===== src/logic/aps_pkg.sv =====
// Purpose: Shared constants and carrier types of the antenna program
//          sequencer.
// Assumes: 100 MHz aclk, AXI4-Lite register access with 32-bit data.
// Notes:   Panel selectors and unit reports travel in one packed struct.
package aps_pkg;

  // Clock and debounce timing
  localparam int CLK_PERIOD_NS = 10;
  localparam int DEB_TIME_NS   = 5000;
  localparam int DEB_CYCLES    = (DEB_TIME_NS + CLK_PERIOD_NS - 1)
                                 / CLK_PERIOD_NS;

  // Stepper geometry
  localparam int        CHAN_COUNT = 10;
  localparam int        BEAR_COUNT = 8;
  localparam logic [3:0] CHAN_LAST = 4'h9;
  localparam logic [2:0] BEAR_LAST = 3'h7;
  localparam logic [2:0] BEAR_SOUTH = 3'h4;
  localparam int        CHAN10_BIT = 9;
  localparam int        CHAN9_BIT  = 8;

  // Register map (byte addresses)
  localparam int          ADDR_W      = 8;
  localparam logic [7:0]  REG_CTRL    = 8'h00;
  localparam logic [7:0]  REG_STATUS  = 8'h04;
  localparam logic [7:0]  CTRL_RESET  = 8'h00;
  localparam int          CTRL_OVERRIDE_BIT = 0;
  localparam int          CTRL_CHANGE_BIT   = 1;
  localparam logic [1:0]  RESP_OKAY   = 2'h0;
  localparam logic [1:0]  RESP_SLVERR = 2'h2;

  // Status field positions
  localparam int ST_CHAN_LSB  = 0;
  localparam int ST_BEAR_LSB  = 4;
  localparam int ST_OMNI      = 7;
  localparam int ST_NARROW    = 8;
  localparam int ST_BAND_HIGH = 9;
  localparam int ST_GO        = 10;
  localparam int ST_STEER     = 11;
  localparam int ST_TUNE      = 12;
  localparam int ST_ENABLED   = 13;

  typedef enum logic [0:0] {
    GO_IDLE = 1'b0,
    GO_RUN  = 1'b1
  } aps_go_e;

  typedef struct packed {
    logic [9:0] chan;
    logic [7:0] bear;
    logic       wide;
    logic       narrow;
    logic [1:0] omni;
    logic       low_band;
    logic       high_band;
    logic       start_pushbutton;
    logic       low_reflector_done;
    logic       high_reflector_done;
    logic       low_tune_done;
    logic       high_tune_done;
  } aps_panel_s;

  typedef struct packed {
    logic [9:0] low_chan_lamp;
    logic [9:0] high_chan_lamp;
    logic [7:0] bear_lamp;
    logic       low_band_lamp;
    logic       high_band_lamp;
    logic       wide_lamp;
    logic       narrow_lamp;
    logic       omni_lamp;
    logic       steer_lamp;
    logic       tune_lamp;
    logic       enabled_lamp;
    logic       channel_step_drive;
    logic       bearing_step_drive;
    logic       mode_toggle_drive;
    logic       beam_toggle_drive;
    logic       go_latch;
    logic       matching_power_enable;
    logic       reflector_power_enable;
    logic       go_reflector;
    logic       go_tune;
    logic       low_step_cmd;
    logic       high_step_cmd;
    logic       low_omni_cmd;
    logic       high_omni_cmd;
  } aps_out_s;

  typedef struct packed {
    logic              awvalid;
    logic [ADDR_W-1:0] awaddr;
    logic              wvalid;
    logic [31:0]       wdata;
    logic [3:0]        wstrb;
    logic              bready;
    logic              arvalid;
    logic [ADDR_W-1:0] araddr;
    logic              rready;
  } aps_axil_req_s;

  typedef struct packed {
    logic        awready;
    logic        wready;
    logic        bvalid;
    logic [1:0]  bresp;
    logic        arready;
    logic        rvalid;
    logic [31:0] rdata;
    logic [1:0]  rresp;
  } aps_axil_rsp_s;

endpackage


===== src/logic/aps_sequencer.sv =====
// Purpose: Antenna program sequencer: channel and bearing steppers,
//          beamwidth, mode and band memories, start/go latch.
// Assumes: Panel inputs synchronous to aclk; AXI4-Lite register access.
// Notes:   Electromechanical timing is replaced by one step per cycle.
//
// Implementation choices: the address map and the AXI4-Lite register port.
`timescale 1ns/1ps
`default_nettype none

module aps_sequencer
  import aps_pkg::*;
#(
  parameter int DEB_COUNT = DEB_CYCLES
) (
  // Clock and reset
  input  wire logic          aclk,
  input  wire logic          aresetn,
  // Register bus
  input  wire aps_axil_req_s axil_req,
  output var  aps_axil_rsp_s axil_rsp,
  // Panel keys and unit reports
  input  wire aps_panel_s    panel,
  // Lamps, drives and unit commands
  output var  aps_out_s      out
);

  typedef struct packed {
    aps_panel_s    sync1;
    aps_panel_s    sync2;
    aps_panel_s    cand;
    aps_panel_s    db;
    logic [15:0]   deb_cnt;
    logic [7:0]    ctrl;
    logic [3:0]    chan_pos;
    logic [2:0]    bear_pos;
    logic          mode_omni;
    logic          beam_narrow;
    logic          band_high;
    aps_go_e       go_st;
    logic          aw_got;
    logic          w_got;
    logic [7:0]    waddr;
    logic [31:0]   wdata;
    logic [3:0]    wstrb;
    aps_axil_rsp_s rsp;
    aps_out_s      o;
  } aps_state_s;

  aps_state_s s;
  aps_state_s next_s;

  function automatic logic one_hot(input logic [9:0] v);
    return (v != 10'h000) && ((v & (v - 10'h001)) == 10'h000);
  endfunction

  function automatic logic [3:0] hot_index(input logic [9:0] v);
    logic [3:0] idx;
    idx = 4'h0;
    for (int i = CHAN_COUNT - 1; i >= 0; i--) begin
      if (v[i]) begin
        idx = 4'(i);
      end
    end
    return idx;
  endfunction

  function automatic logic [9:0] decode(input logic [3:0] p);
    return 10'h001 << p;
  endfunction

  logic       en;
  logic       live;
  logic       chan_any;
  logic       bear_any;
  logic       omni_any;
  logic       ch_ok;
  logic       be_ok;
  logic       steer_ok;
  logic       tune_ok;
  logic       settled;
  logic [3:0] ch_tgt;
  logic [2:0] be_tgt;
  logic [3:0] be_idx;

  always_comb begin
    next_s = s;

    // Two flops, then the whole key vector must hold still for the
    // debounce time; one counter serves all keys to save area
    next_s.sync1 = panel;
    next_s.sync2 = s.sync1;
    if (s.sync2 != s.cand) begin
      next_s.cand    = s.sync2;
      next_s.deb_cnt = 16'h0000;
    end else if (s.deb_cnt >= 16'(DEB_COUNT - 1)) begin
      next_s.db = s.cand;
    end else begin
      next_s.deb_cnt = s.deb_cnt + 16'h0001;
    end

    en = !s.ctrl[CTRL_OVERRIDE_BIT] && s.ctrl[CTRL_CHANGE_BIT];
    live = en && (s.go_st == GO_IDLE);
    chan_any = |s.db.chan;
    bear_any = |s.db.bear;
    omni_any = |s.db.omni;

    // Channel stepper
    ch_tgt = hot_index(s.db.chan);
    ch_ok = live && one_hot(s.db.chan) && !s.db.wide
            && !s.db.narrow && !bear_any;
    next_s.o.channel_step_drive = ch_ok && (s.chan_pos != ch_tgt);
    if (next_s.o.channel_step_drive) begin
      next_s.chan_pos = (s.chan_pos == CHAN_LAST) ? 4'h0
                        : s.chan_pos + 4'h1;
    end

    // Bearing stepper, position index 4 is south
    be_idx = hot_index({2'b00, s.db.bear});
    be_tgt = be_idx[2:0];
    be_ok = live && one_hot({2'b00, s.db.bear}) && !chan_any;
    next_s.o.bearing_step_drive = be_ok && (s.bear_pos != be_tgt);
    if (next_s.o.bearing_step_drive) begin
      next_s.bear_pos = (s.bear_pos == BEAR_LAST) ? 3'h0
                        : s.bear_pos + 3'h1;
    end

    // Band memory; channel keys lock out band keys
    if (live && !chan_any && !s.db.wide && !s.db.narrow) begin
      if (s.db.low_band && !s.db.high_band) begin
        next_s.band_high = 1'b0;
      end else if (s.db.high_band && !s.db.low_band) begin
        next_s.band_high = 1'b1;
      end
    end

    // Mode and beamwidth memories latch on the falling end of a
    // one-cycle drive pulse, so a held key cannot toggle twice
    next_s.o.mode_toggle_drive = 1'b0;
    next_s.o.beam_toggle_drive = 1'b0;
    if (s.o.mode_toggle_drive) begin
      next_s.mode_omni = !s.mode_omni;
    end else if (s.o.beam_toggle_drive) begin
      next_s.beam_narrow = !s.beam_narrow;
    end else if (live && !chan_any) begin
      if ((s.db.wide || s.db.narrow) && s.mode_omni) begin
        next_s.o.mode_toggle_drive = 1'b1;
      end else if (s.db.wide && s.beam_narrow && !s.db.narrow
                   && !s.db.high_band && !s.db.chan[CHAN10_BIT]) begin
        next_s.o.beam_toggle_drive = 1'b1;
      end else if (s.db.narrow && !s.beam_narrow && !s.db.wide
                   && !s.db.low_band && !s.db.chan[CHAN9_BIT]) begin
        next_s.o.beam_toggle_drive = 1'b1;
      end else if (omni_any && !s.mode_omni && !s.db.wide
                   && !s.db.narrow) begin
        next_s.o.mode_toggle_drive = 1'b1;
      end
    end

    // Start and go latch
    steer_ok = s.db.low_reflector_done && s.db.high_reflector_done;
    tune_ok  = s.db.low_tune_done && s.db.high_tune_done;
    // A key held with start must not move anything once go is set
    settled  = !s.o.channel_step_drive && !s.o.bearing_step_drive
               && !s.o.mode_toggle_drive && !s.o.beam_toggle_drive
               && !next_s.o.channel_step_drive
               && !next_s.o.bearing_step_drive
               && !next_s.o.mode_toggle_drive
               && !next_s.o.beam_toggle_drive;
    unique case (s.go_st)
      GO_IDLE: begin
        if (live && s.db.start_pushbutton && settled) begin
          next_s.go_st = GO_RUN;
        end
      end
      GO_RUN: begin
        if (steer_ok && tune_ok) begin
          next_s.go_st = GO_IDLE;
        end else begin
          next_s.go_st = GO_RUN;
        end
      end
    endcase

    // Lamps and unit commands
    next_s.o.low_chan_lamp  = next_s.band_high ? 10'h000
                              : decode(next_s.chan_pos);
    next_s.o.high_chan_lamp = next_s.band_high
                              ? decode(next_s.chan_pos) : 10'h000;
    next_s.o.low_band_lamp  = !next_s.band_high;
    next_s.o.high_band_lamp = next_s.band_high;
    next_s.o.bear_lamp = (!next_s.o.bearing_step_drive
                          && !next_s.mode_omni)
                         ? 8'(8'h01 << next_s.bear_pos) : 8'h00;
    next_s.o.wide_lamp   = !next_s.mode_omni && !next_s.beam_narrow;
    next_s.o.narrow_lamp = !next_s.mode_omni && next_s.beam_narrow;
    next_s.o.omni_lamp   = next_s.mode_omni;
    next_s.o.enabled_lamp = en;
    next_s.o.go_latch = (next_s.go_st == GO_RUN);
    next_s.o.steer_lamp = next_s.o.go_latch && !steer_ok;
    next_s.o.tune_lamp  = next_s.o.go_latch && !tune_ok;
    next_s.o.matching_power_enable  = next_s.o.go_latch;
    next_s.o.reflector_power_enable = next_s.o.go_latch;
    next_s.o.go_reflector = next_s.o.go_latch;
    next_s.o.go_tune      = next_s.o.go_latch;
    next_s.o.low_step_cmd  = next_s.o.go_latch && !next_s.band_high;
    next_s.o.high_step_cmd = next_s.o.go_latch && next_s.band_high;
    next_s.o.low_omni_cmd  = next_s.o.go_latch && next_s.band_high;
    next_s.o.high_omni_cmd = next_s.o.go_latch && !next_s.band_high;

    // AXI4-Lite write: address and data taken in either order
    if (s.rsp.awready && axil_req.awvalid) begin
      next_s.aw_got = 1'b1;
      next_s.waddr  = axil_req.awaddr;
    end
    if (s.rsp.wready && axil_req.wvalid) begin
      next_s.w_got = 1'b1;
      next_s.wdata = axil_req.wdata;
      next_s.wstrb = axil_req.wstrb;
    end
    if (s.rsp.bvalid && axil_req.bready) begin
      next_s.rsp.bvalid = 1'b0;
    end
    if (s.aw_got && s.w_got && !s.rsp.bvalid) begin
      next_s.aw_got = 1'b0;
      next_s.w_got  = 1'b0;
      next_s.rsp.bvalid = 1'b1;
      next_s.rsp.bresp  = RESP_OKAY;
      if (s.waddr == REG_CTRL) begin
        if (s.wstrb[0]) begin
          next_s.ctrl = s.wdata[7:0];
        end
      end else if (s.waddr != REG_STATUS) begin
        next_s.rsp.bresp = RESP_SLVERR;
      end
    end
    next_s.rsp.awready = !next_s.aw_got;
    next_s.rsp.wready  = !next_s.w_got;

    // AXI4-Lite read; status is read-only and ignores writes
    if (s.rsp.rvalid && axil_req.rready) begin
      next_s.rsp.rvalid = 1'b0;
    end
    if (s.rsp.arready && axil_req.arvalid) begin
      next_s.rsp.rvalid = 1'b1;
      next_s.rsp.rresp  = RESP_OKAY;
      next_s.rsp.rdata  = 32'h0000_0000;
      if (axil_req.araddr == REG_CTRL) begin
        next_s.rsp.rdata[7:0] = s.ctrl;
      end else if (axil_req.araddr == REG_STATUS) begin
        next_s.rsp.rdata[ST_CHAN_LSB +: 4] = s.chan_pos;
        next_s.rsp.rdata[ST_BEAR_LSB +: 3] = s.bear_pos;
        next_s.rsp.rdata[ST_OMNI]      = s.mode_omni;
        next_s.rsp.rdata[ST_NARROW]    = s.beam_narrow;
        next_s.rsp.rdata[ST_BAND_HIGH] = s.band_high;
        next_s.rsp.rdata[ST_GO]        = s.o.go_latch;
        next_s.rsp.rdata[ST_STEER]     = steer_ok;
        next_s.rsp.rdata[ST_TUNE]      = tune_ok;
        next_s.rsp.rdata[ST_ENABLED]   = en;
      end else begin
        next_s.rsp.rresp = RESP_SLVERR;
      end
    end
    next_s.rsp.arready = !next_s.rsp.rvalid;
  end

  // All-zero reset means directional, wide, low band, first positions
  always_ff @(posedge aclk) begin
    if (!aresetn) begin
      s <= '0;
      s.ctrl <= CTRL_RESET;
    end else begin
      s <= next_s;
    end
  end

  assign axil_rsp = s.rsp;
  assign out      = s.o;

endmodule // aps_sequencer

`default_nettype wire


===== config.mk =====
export PLATFORM = sky130hd
export DESIGN_NAME = aps_sequencer
export DESIGN_NICKNAME = d
export VERILOG_FILES = /design/src/logic/aps_pkg.sv /design/src/logic/aps_sequencer.sv
export SDC_FILE = /design/constraint.sdc
export NUM_CORES = 1
export LEC_CHECK = 0
export BUFFER_PORTS_ARGS = -buffer_cell sky130_fd_sc_hd__buf_2
export CORE_ASPECT_RATIO = 0.9
export CORE_MARGIN = 2
export CORE_UTILIZATION = 55
export CTS_CLUSTER_SIZE = 40
export DETAILED_ROUTE_END_ITERATION = 8
export PLACE_DENSITY = 0.79
export SYNTH_ARGS = -nofsm -noshare
export SYNTH_HDL_FRONTEND = slang
export SYNTH_SLANG_ARGS = --single-unit

===== constraint.sdc =====
create_clock -name aclk -period 3.33 [get_ports aclk]
set_input_delay 0.333 -clock aclk [delete_from_list [all_inputs] [get_ports aclk]]
set_output_delay 0.333 -clock aclk [all_outputs]
set_load 0.005 [all_outputs]

==> results of run 1 <==
-- path summary, 6_finish.rpt --
kind	end	slack, ns	cells after the start
setup / recovery	out[46]	0.40	7
hold / removal	next_s[253]	0.02	2
setup reg to reg	out[46]	0.40	7
hold reg to reg	s[236]	0.43	1
-- cell type report --
type                       instances  area [um2]  area share, %
sequential                       231        4620           45.9
tap                              207         259           2.57
multi-input combinational        613        3700           36.8
clock inverter                    11         106           1.06
inverter                          14        52.6          0.522
timing repair buffer             136         696           6.91
clock buffer                      29         627           6.23
-- per-stage QoR --
step                      hold WS [ns]  instances  util [%]
after floorplan                  0.412        993         -
after global placement           0.420       1201      57.5
after detailed placement         0.418       1201      57.5
after CTS                       0.0126       1241      62.0
after global routing            0.0153       1241      62.0
final                           0.0244       1241      62.0
-- routing by layer --
| layer | wire, um | share of wire, % | GRT usage, % |
|---|---|---|---|
| met5 | 0 | 0 | 0 |
| met4 | 426 | 2.5 | 5.88 |
| met3 | 842 | 5.0 | 2.94 |
| met2 | 7660 | 45 | 30.1 |
| met1 | 7990 | 47 | 25.7 |
-- cell families (layout without fill, tap and decap cells) --
logic type,Yosys count,count (layout)
AO/OA/AOI/OAI,97,97
buffers and inverters,149,190
AND/OR/NAND/NOR,397,397
adder cells (fa/ha/maj),3,3
XOR/XNOR,43,43
multiplexers,53,53
other,1,20
flip-flops,231,231
-- flip-flops by register name, indices dropped and copies added, names as in the netlist --
signal	cells
next_s	29
out	43
axil_rsp	21
s	138
-- power by group --
| group | total [W] | internal [W] | leakage (nW) | switching, W |
|---|---|---|---|---|
| Clock | 0.00245 | 0.00142 | 0.355 | 0.00103 |
| Sequential | 0.00286 | 0.00283 | 1.88 | 0.0000321 |
| Combinational | 0.000187 | 0.0000854 | 2.27 | 0.000102 |
-- cell usage in the layout, fill, tap and decap left out, types with 3 or more instances in the layout --
cell	Yosys	routed
a211oi_1	3	3
a21oi_1	37	37
a21oi_2	3	3
a22oi_1	3	3
a31oi_1	6	6
a32oi_1	3	3
and2_1	92	92
and3_1	13	13
and4_1	3	3
buf_2	4	130
buf_4	90	6
clkbuf_16	0	22
clkbuf_8	0	5
clkinv_2	0	4
clkinvlp_4	0	3
conb_1	1	20
dfxtp_1	231	231
ha_1	3	3
inv_1	13	13
mux2i_1	52	52
nand2_1	65	65
nand2b_1	10	10
nand3_1	22	22
nand3b_1	4	4
nand4_1	10	10
nor2_1	115	115
nor2b_1	6	6
nor3_1	21	21
nor3b_1	3	3
nor4_1	20	20
o21ai_0	14	14
o22ai_1	9	9
o31a_1	3	3
or4_1	3	3
xnor2_1	19	19
xor2_1	24	24
==> results_dict.tcl, run 1 <==
set metrics [dict create \
    clock-sinks 231 \
    synth_xor_area_share_pct 4.11 \
    drtIter0Drc 414 \
    synth_adder_area_share_pct 0.409 \
    syn_area_um2 9170 \
    fin_crit_ns 2.93 \
    fin_crit_sh_pct 88.0 \
    die_w_um 140 \
    rsz0062_at_grt "false" \
    cts_root_buf "clkbuf_16" \
    tns_ns 0 \
    cp_slowest_cell "xnor2_1" \
    grt_pass1_wl_um 27400 \
    areaGrowthSynthToFinish_pct 9.75 \
    setup_violations 0 \
    slew_headroom_pct 39.7 \
    io_pins 178 \
    cts_inserted_buffers 22 \
    num_vias 6386 \
    cp.arrival_ns 3.26 \
    synth_most_common_cell "dfxtp_1" \
    start_util_pct 56.5 \
    synth_top_family_by_area "simple AND/OR/NAND/NOR gates" \
    cts_tree "done" \
    diodes 0 \
    async_reset_ff_share_pct 0 \
    port_buffers 130 \
    dieArea_um2 17700 \
    yosys-top-cells-area "dfxtp_1, buf_4, and2_1" \
    max_freq_mhz 341 \
    ys_seq_area_share_pct 50.4 \
    r2r-start "s[196]" \
    place_congestion 0.863 \
    ys.flop_type "dfxtp_1" \
    violations "DRC" \
    grt_pass1_vias 5548 \
    core_area_um2 16200 \
    synth-seq-cells 231 \
    hp-start "panel[24]" \
    cts.path.max_buffers 3 \
    path_max_fanout 11 \
    finalHoldViolCount 0 \
    crit_path_end_kind "flop" \
    vias_per_cell 5.15 \
    fin_total_pwr_w 0.00549 \
    clk_pin_slew_ns 0.06 \
    num_rows 44 \
    grt_use_total_pct 18.6 \
    synth_top_cell_by_area "dfxtp_1" \
    min_path_type "in2reg" \
    post-place-ws_ns 0.501 \
    syn_area_per_cell_um2 9.42 \
    clk-insertion-delay-late_ns 0.51 \
    nFillCells 1377 \
    drv_slew 0 \
    synth_edf_count 0 \
    firstDrtPassIters 7 \
    globalRoute.totalOverflow 0 \
    synth_compound_area_share_pct 6.96 \
    h-tree-depth 1 \
    power_density_nw_per_um2 545 \
    ctsResizeCount 0 \
    ant_nets 0 \
    vdd_drop_max_mv 0.457 \
    drv_cap 0 \
    required_ns 3.66 \
    ys_top_cells_by_count "dfxtp_1, nor2_1, and2_1" \
    cp_num_buf_inv 0 \
    layout.nets 1109 \
    drc 14 \
    tightest_slew_ns 0.899 \
    outcome "finished with violations" \
    ys_types 61 \
    synthSimpleGateAreaFrac_pct 22.2 \
    syn_inst 974 \
    critical_path.startpoint "s[196]" \
    wire_per_inst_um 13.6 \
    drive_gt1_share_pct 18.0 \
    placed_area_um2 9330 \
    place.detailed.hpwl_um 11800 \
    final_cell_area_um2 10100 \
    synth_top_cell_area_share_pct 50.4 \
    cp_cell_sequence "or4_1 > nor3_1 > o21ai_0 > a211oi_2 > a21oi_2 > xnor2_1 > nor3_1" \
    antenna_found_initial 0 \
    slowest_delay_ns 0.73 \
    wl_um 16900 \
    crit_top_cell "nor3_1" \
    crit_family "simple AND/OR/NAND/NOR gates" \
    p_leak_nw 4.50 \
    cts_hold_buf 0 \
    cp-start-kind "flop" \
    path_class "reg2reg" \
    post_cts.repair.setup_buffers 0 \
    grt_max_degree 97 \
    die_h_um 127 \
    layout_setup_ws_ns 0.398 \
    timing.clock.skew_ns 0.0188 \
    synthMuxAreaShare_pct 5.84 \
    synth_warnings 0 \
]
Note: power is estimated with default switching activity, not from simulation.
==> run 2: changes to the inputs <==
- CTS_BUF_LIST: unset -> sky130_fd_sc_hd__clkbuf_16
==> run 2 against run 1 <==
  * The flow still finishes with violations (DRC)
  * Worst hold slack gained 0.0021 ns
  * Non-clock buffer count unchanged
  * Via count grew 0.23%
  * Final cell count is the same
  * Sequential power hardly changed
  * Clock power decreased by 5%
  * Clock skew fell by 0.0072 ns
  * Critical path depth unchanged
  * Worst setup slack better by 0.064 ns
==> results_dict.tcl, run 2 (synthesis gave the netlist of run 1 again) <==
set metrics [dict create \
    clk_pin_slew_ns 0.07 \
    cts_root_buf "clkbuf_16" \
    die_h_um 127 \
    outcome "finished with violations" \
    wl_um 16900 \
    clock-sinks 231 \
    nFillCells 1387 \
    h-tree-depth 1 \
    place_congestion 0.863 \
    placed_area_um2 9330 \
    fin_crit_sh_pct 86.1 \
    slew_headroom_pct 41.3 \
    slowest_delay_ns 0.70 \
    cp.arrival_ns 3.22 \
    grt_pass1_wl_um 27400 \
    vias_per_cell 5.16 \
    cts.path.max_buffers 3 \
    clk-insertion-delay-late_ns 0.51 \
    drive_gt1_share_pct 17.5 \
    diodes 0 \
    crit_family "simple AND/OR/NAND/NOR gates" \
    cts_tree "done" \
    num_vias 6401 \
    regMostFlops "s" \
    largest_reg_flops 138 \
    cts_hold_buf 0 \
    areaGrowthSynthToFinish_pct 9.21 \
    post_cts.repair.setup_buffers 0 \
    vdd_drop_max_mv 0.455 \
    firstDrtPassIters 7 \
    num_rows 44 \
    cp-start-kind "flop" \
    cp_cell_sequence "or4_1 > nor3_1 > o21ai_0 > a211oi_2 > a21oi_2 > xnor2_1 > nor3_1" \
    fin_crit_ns 2.87 \
    ctsResizeCount 0 \
    crit_path_end_kind "flop" \
    path_class "reg2reg" \
    layout_commonest_cell "dfxtp_1" \
    start_util_pct 56.5 \
    dieArea_um2 17700 \
    cp_slowest_cell "xnor2_1" \
    final_cell_area_um2 10000 \
    violations "DRC" \
    cts_inserted_buffers 22 \
    p_leak_nw 4.48 \
    drtIter0Drc 383 \
    setup_violations 0 \
    fin_total_pwr_w 0.00537 \
    grt_pass1_vias 5546 \
    min_path_type "in2reg" \
    timing.clock.skew_ns 0.0116 \
    utilization_pct 61.7 \
    path_max_fanout 11 \
    cp_num_buf_inv 0 \
    wire_per_inst_um 13.6 \
    port_buffers 130 \
    antenna_found_initial 0 \
    rsz0062_at_grt "false" \
    io_pins 178 \
    grt_max_degree 97 \
    drv_slew 0 \
    globalRoute.totalOverflow 0 \
    crit_top_cell "nor3_1" \
    layout.nets 1109 \
    finalHoldViolCount 0 \
    drc 14 \
    max_freq_mhz 349 \
    die_w_um 140 \
    ant_nets 0 \
    place.detailed.hpwl_um 11800 \
    required_ns 3.68 \
    tns_ns 0 \
    tightest_slew_ns 0.880 \
    power_density_nw_per_um2 536 \
    grt_use_total_pct 18.6 \
    drv_cap 0 \
    core_area_um2 16200 \
    final_cell_mix "dfxtp_1, buf_2, nor2_1" \
]
-- run 2: changes by cell type in the layout (fill, tap and decap cells not counted), sizes merged --
cell    previous run  this run
clkinv             6        11
clkbuf            29        22
inv               15        17
-- run 2: power by group --
group          internal, W  switching [W]  total [W]  leakage [nW]
combinational    0.0000854       0.000102   0.000187          2.27
clock              0.00130        0.00103    0.00232         0.335
sequential         0.00283      0.0000322    0.00286          1.88
-- run 2: metrics by stage --
step	hold slack, ns	cells	setup slack [ns]
3_5_place_dp	0.418	1201	0.501
4_1_cts	0.0123	1241	0.457
3_3_place_gp	0.420	1201	0.550
6_report	0.0265	1241	0.462
2_1_floorplan	0.412	993	0.830
5_1_grt	0.0158	1241	0.129
-- run 2: metal layers --
metal	wire, um	global-route usage (%)	part of all wire (%)	up-vias
li1	-	-	-	3273
met1	8030	25.8	47	2903
met2	7640	30.0	45	193
met3	782	2.94	4.6	32
met4	466	5.94	2.8	0
met5	0	0	0	-
-- run 2: cell type report --
class / instances / area [um2] / share of cell area [%]
Clock inverter: 18 / 133 / 1.32
Tap cell: 207 / 259 / 2.59
Inverter: 14 / 52.6 / 0.525
Timing Repair Buffer: 136 / 696 / 6.95
Sequential cell: 231 / 4620 / 46.2
Clock buffer: 22 / 551 / 5.50
Multi-Input combinational cell: 613 / 3700 / 37.0
-- run 2: final timing paths --
kind	slack (ns)	depth (start not counted)	end	startpoint
setup / recovery	0.46	7	out[32]	s[196]
hold / removal	0.03	2	next_s[253]	panel[24]
setup reg to reg	0.46	7	out[32]	s[196]
hold reg to reg	0.43	1	s[236]	next_s[236]
==> run 3: changes to the inputs <==
- CORE_ASPECT_RATIO: 0.9 -> 0.6
- GPL_ROUTABILITY_DRIVEN: unset -> 0
==> run 3 against run 2 <==
  * The run now ends clean
  * Clock power decreased by 6%
  * Count of clock-buffer cells in the layout down 1
  * Non-clock buffer count up 2
  * Via count increased by 0.75%
  * Core utilization is 0.22 points lower
  * Largest cell class unchanged
  * Largest power group unchanged
  * Highest routed layer unchanged
==> results_dict.tcl, run 3 (synthesis gave the netlist of run 1 again) <==
set metrics [dict create \
    grt_pass1_wl_um 29700 \
    final_cell_area_um2 9990 \
    cts_root_buf "clkbuf_16" \
    die_w_um 171 \
    clk_pin_slew_ns 0.06 \
    cts_tree "done" \
    globalRoute.totalOverflow 0 \
    num_rows 36 \
    r2r-end "out[46]" \
    drv_cap 0 \
    timing.clock.skew_ns 0.0237 \
    path_class "reg2reg" \
    use_met2_pct 28.0 \
    dieArea_um2 17800 \
    antenna_found_initial 0 \
    rsz0062_at_grt "false" \
    path_max_fanout 11 \
    start_util_pct 56.4 \
    grt_use_total_pct 20.5 \
    r2r-start "s[146]" \
    cts.path.max_buffers 3 \
    regMostFlops "s" \
    slew_headroom_pct 38.8 \
    critical_path.startpoint "s[146]" \
    hp-start "panel[20]" \
    core_area_um2 16300 \
    vdd_drop_max_mv 0.256 \
    clk-insertion-delay-late_ns 0.49 \
    setup_violations 0 \
    num_vias 6449 \
    final_cell_mix "dfxtp_1, buf_2, nor2_1" \
    cp-start-kind "flop" \
    ant_nets 0 \
    tightest_slew_ns 0.911 \
    port_buffers 130 \
    diodes 0 \
    firstDrtPassIters 5 \
    cp_slowest_cell "xnor2_1" \
    drive_gt1_share_pct 17.2 \
    fin_hold_ws_ns 0.0429 \
    min_path_cells 2 \
    required_ns 3.66 \
    placed_cells_incl_taps 1224 \
    place.detailed.hpwl_um 12900 \
    r2r_slack_ns 0.34 \
    largest_reg_flops 138 \
    drtIter0Drc 509 \
    post_cts.repair.setup_buffers 0 \
    wl_um 18200 \
    fin_crit_sh_pct 89.7 \
    layout.nets 1110 \
    power_density_nw_per_um2 525 \
    io_pins 178 \
    tns_ns 0 \
    drc 0 \
    cp.arrival_ns 3.32 \
    met3_usage_pct 6.09 \
    p_leak_nw 4.48 \
    rr_worst_depth 7 \
    finalHoldViolCount 0 \
    drv_slew 0 \
    grt_max_degree 110 \
    crit_path_end_kind "flop" \
    fin_crit_ns 2.99 \
    slowest_delay_ns 0.74 \
    placed_area_um2 9370 \
    clock-sinks 231 \
    ctsResizeCount 0 \
    grt_util_met1_pct 31.6 \
    top_usage_layer "met1" \
    fin_total_pwr_w 0.00525 \
    cts_hold_buf 0 \
    hold_end "next_s[249]" \
    cp_cell_sequence "nor2b_1 > o2111a_1 > o21ai_0 > a211oi_2 > a21oi_2 > xnor2_1 > nor3_1" \
    outcome "finished, final reports clean" \
    layout_commonest_cell "dfxtp_1" \
    instances_no_fill 1258 \
    cts_inserted_buffers 21 \
    max_freq_mhz 335 \
    min_path_type "in2reg" \
    vias_per_cell 5.13 \
    wire_per_inst_um 14.5 \
    areaGrowthSynthToFinish_pct 8.95 \
    grt_pass1_vias 5949 \
    h-tree-depth 1 \
    die_h_um 104 \
]
## run 3: cell types whose count changed in the layout (fill, tap and decap cells not counted)
cell,delta
buf_4,+2
clkbuf_16,-1
clkinv_1,-2
clkinv_2,-2
clkinv_4,+1
clkinv_8,-1
clkinvlp_4,-3
inv_1,+2
## run 3: worst max-delay path by stage
stage,endpoint,slack (ns),cells past startpoint
after floorplan,out[22],0.83,8
after global placement,out[46],0.57,7
after detailed placement,out[46],0.43,7
after CTS,out[46],0.41,7
after global routing,out[46],0.05,7
final,out[46],0.34,7
## run 3: final cells by class
class,instances,area [um2]
clock buffers,21,526
well taps,228,285
clock inverters,13,92.6
flip-flops and latches,231,4620
fillers,1353,6270
multi-input cells,613,3700
inverters,14,52.6
repair buffers,138,711
## run 3: power by group
part	internal [W]	total (W)	switching, W
clock network	0.00122	0.00219	0.000969
logic	0.0000864	0.000196	0.000110
registers	0.00283	0.00286	0.0000315
total	0.00414	0.00525	0.00111
## run 3: per-layer routing
metal	vias up	wire length, um
met5	-	0
met4	0	207
met3	24	1510
met2	195	7250
met1	2987	9230
li1	3243	-
## run 3: worst max-delay path, delay by kind of cell (launching register included)
family	cells	cell delay, ns
compound gates	4	0.96
xor+xnor	1	0.74
simple gates	2	0.65
flops	1	0.47
## run 3: metrics by stage
stage,utilization [%],setup WS (ns)
after detailed placement,57.6,0.434
after global routing,61.4,0.0494
after floorplan,-,0.830
after global placement,57.6,0.573
after CTS,61.4,0.407
final,61.4,0.343
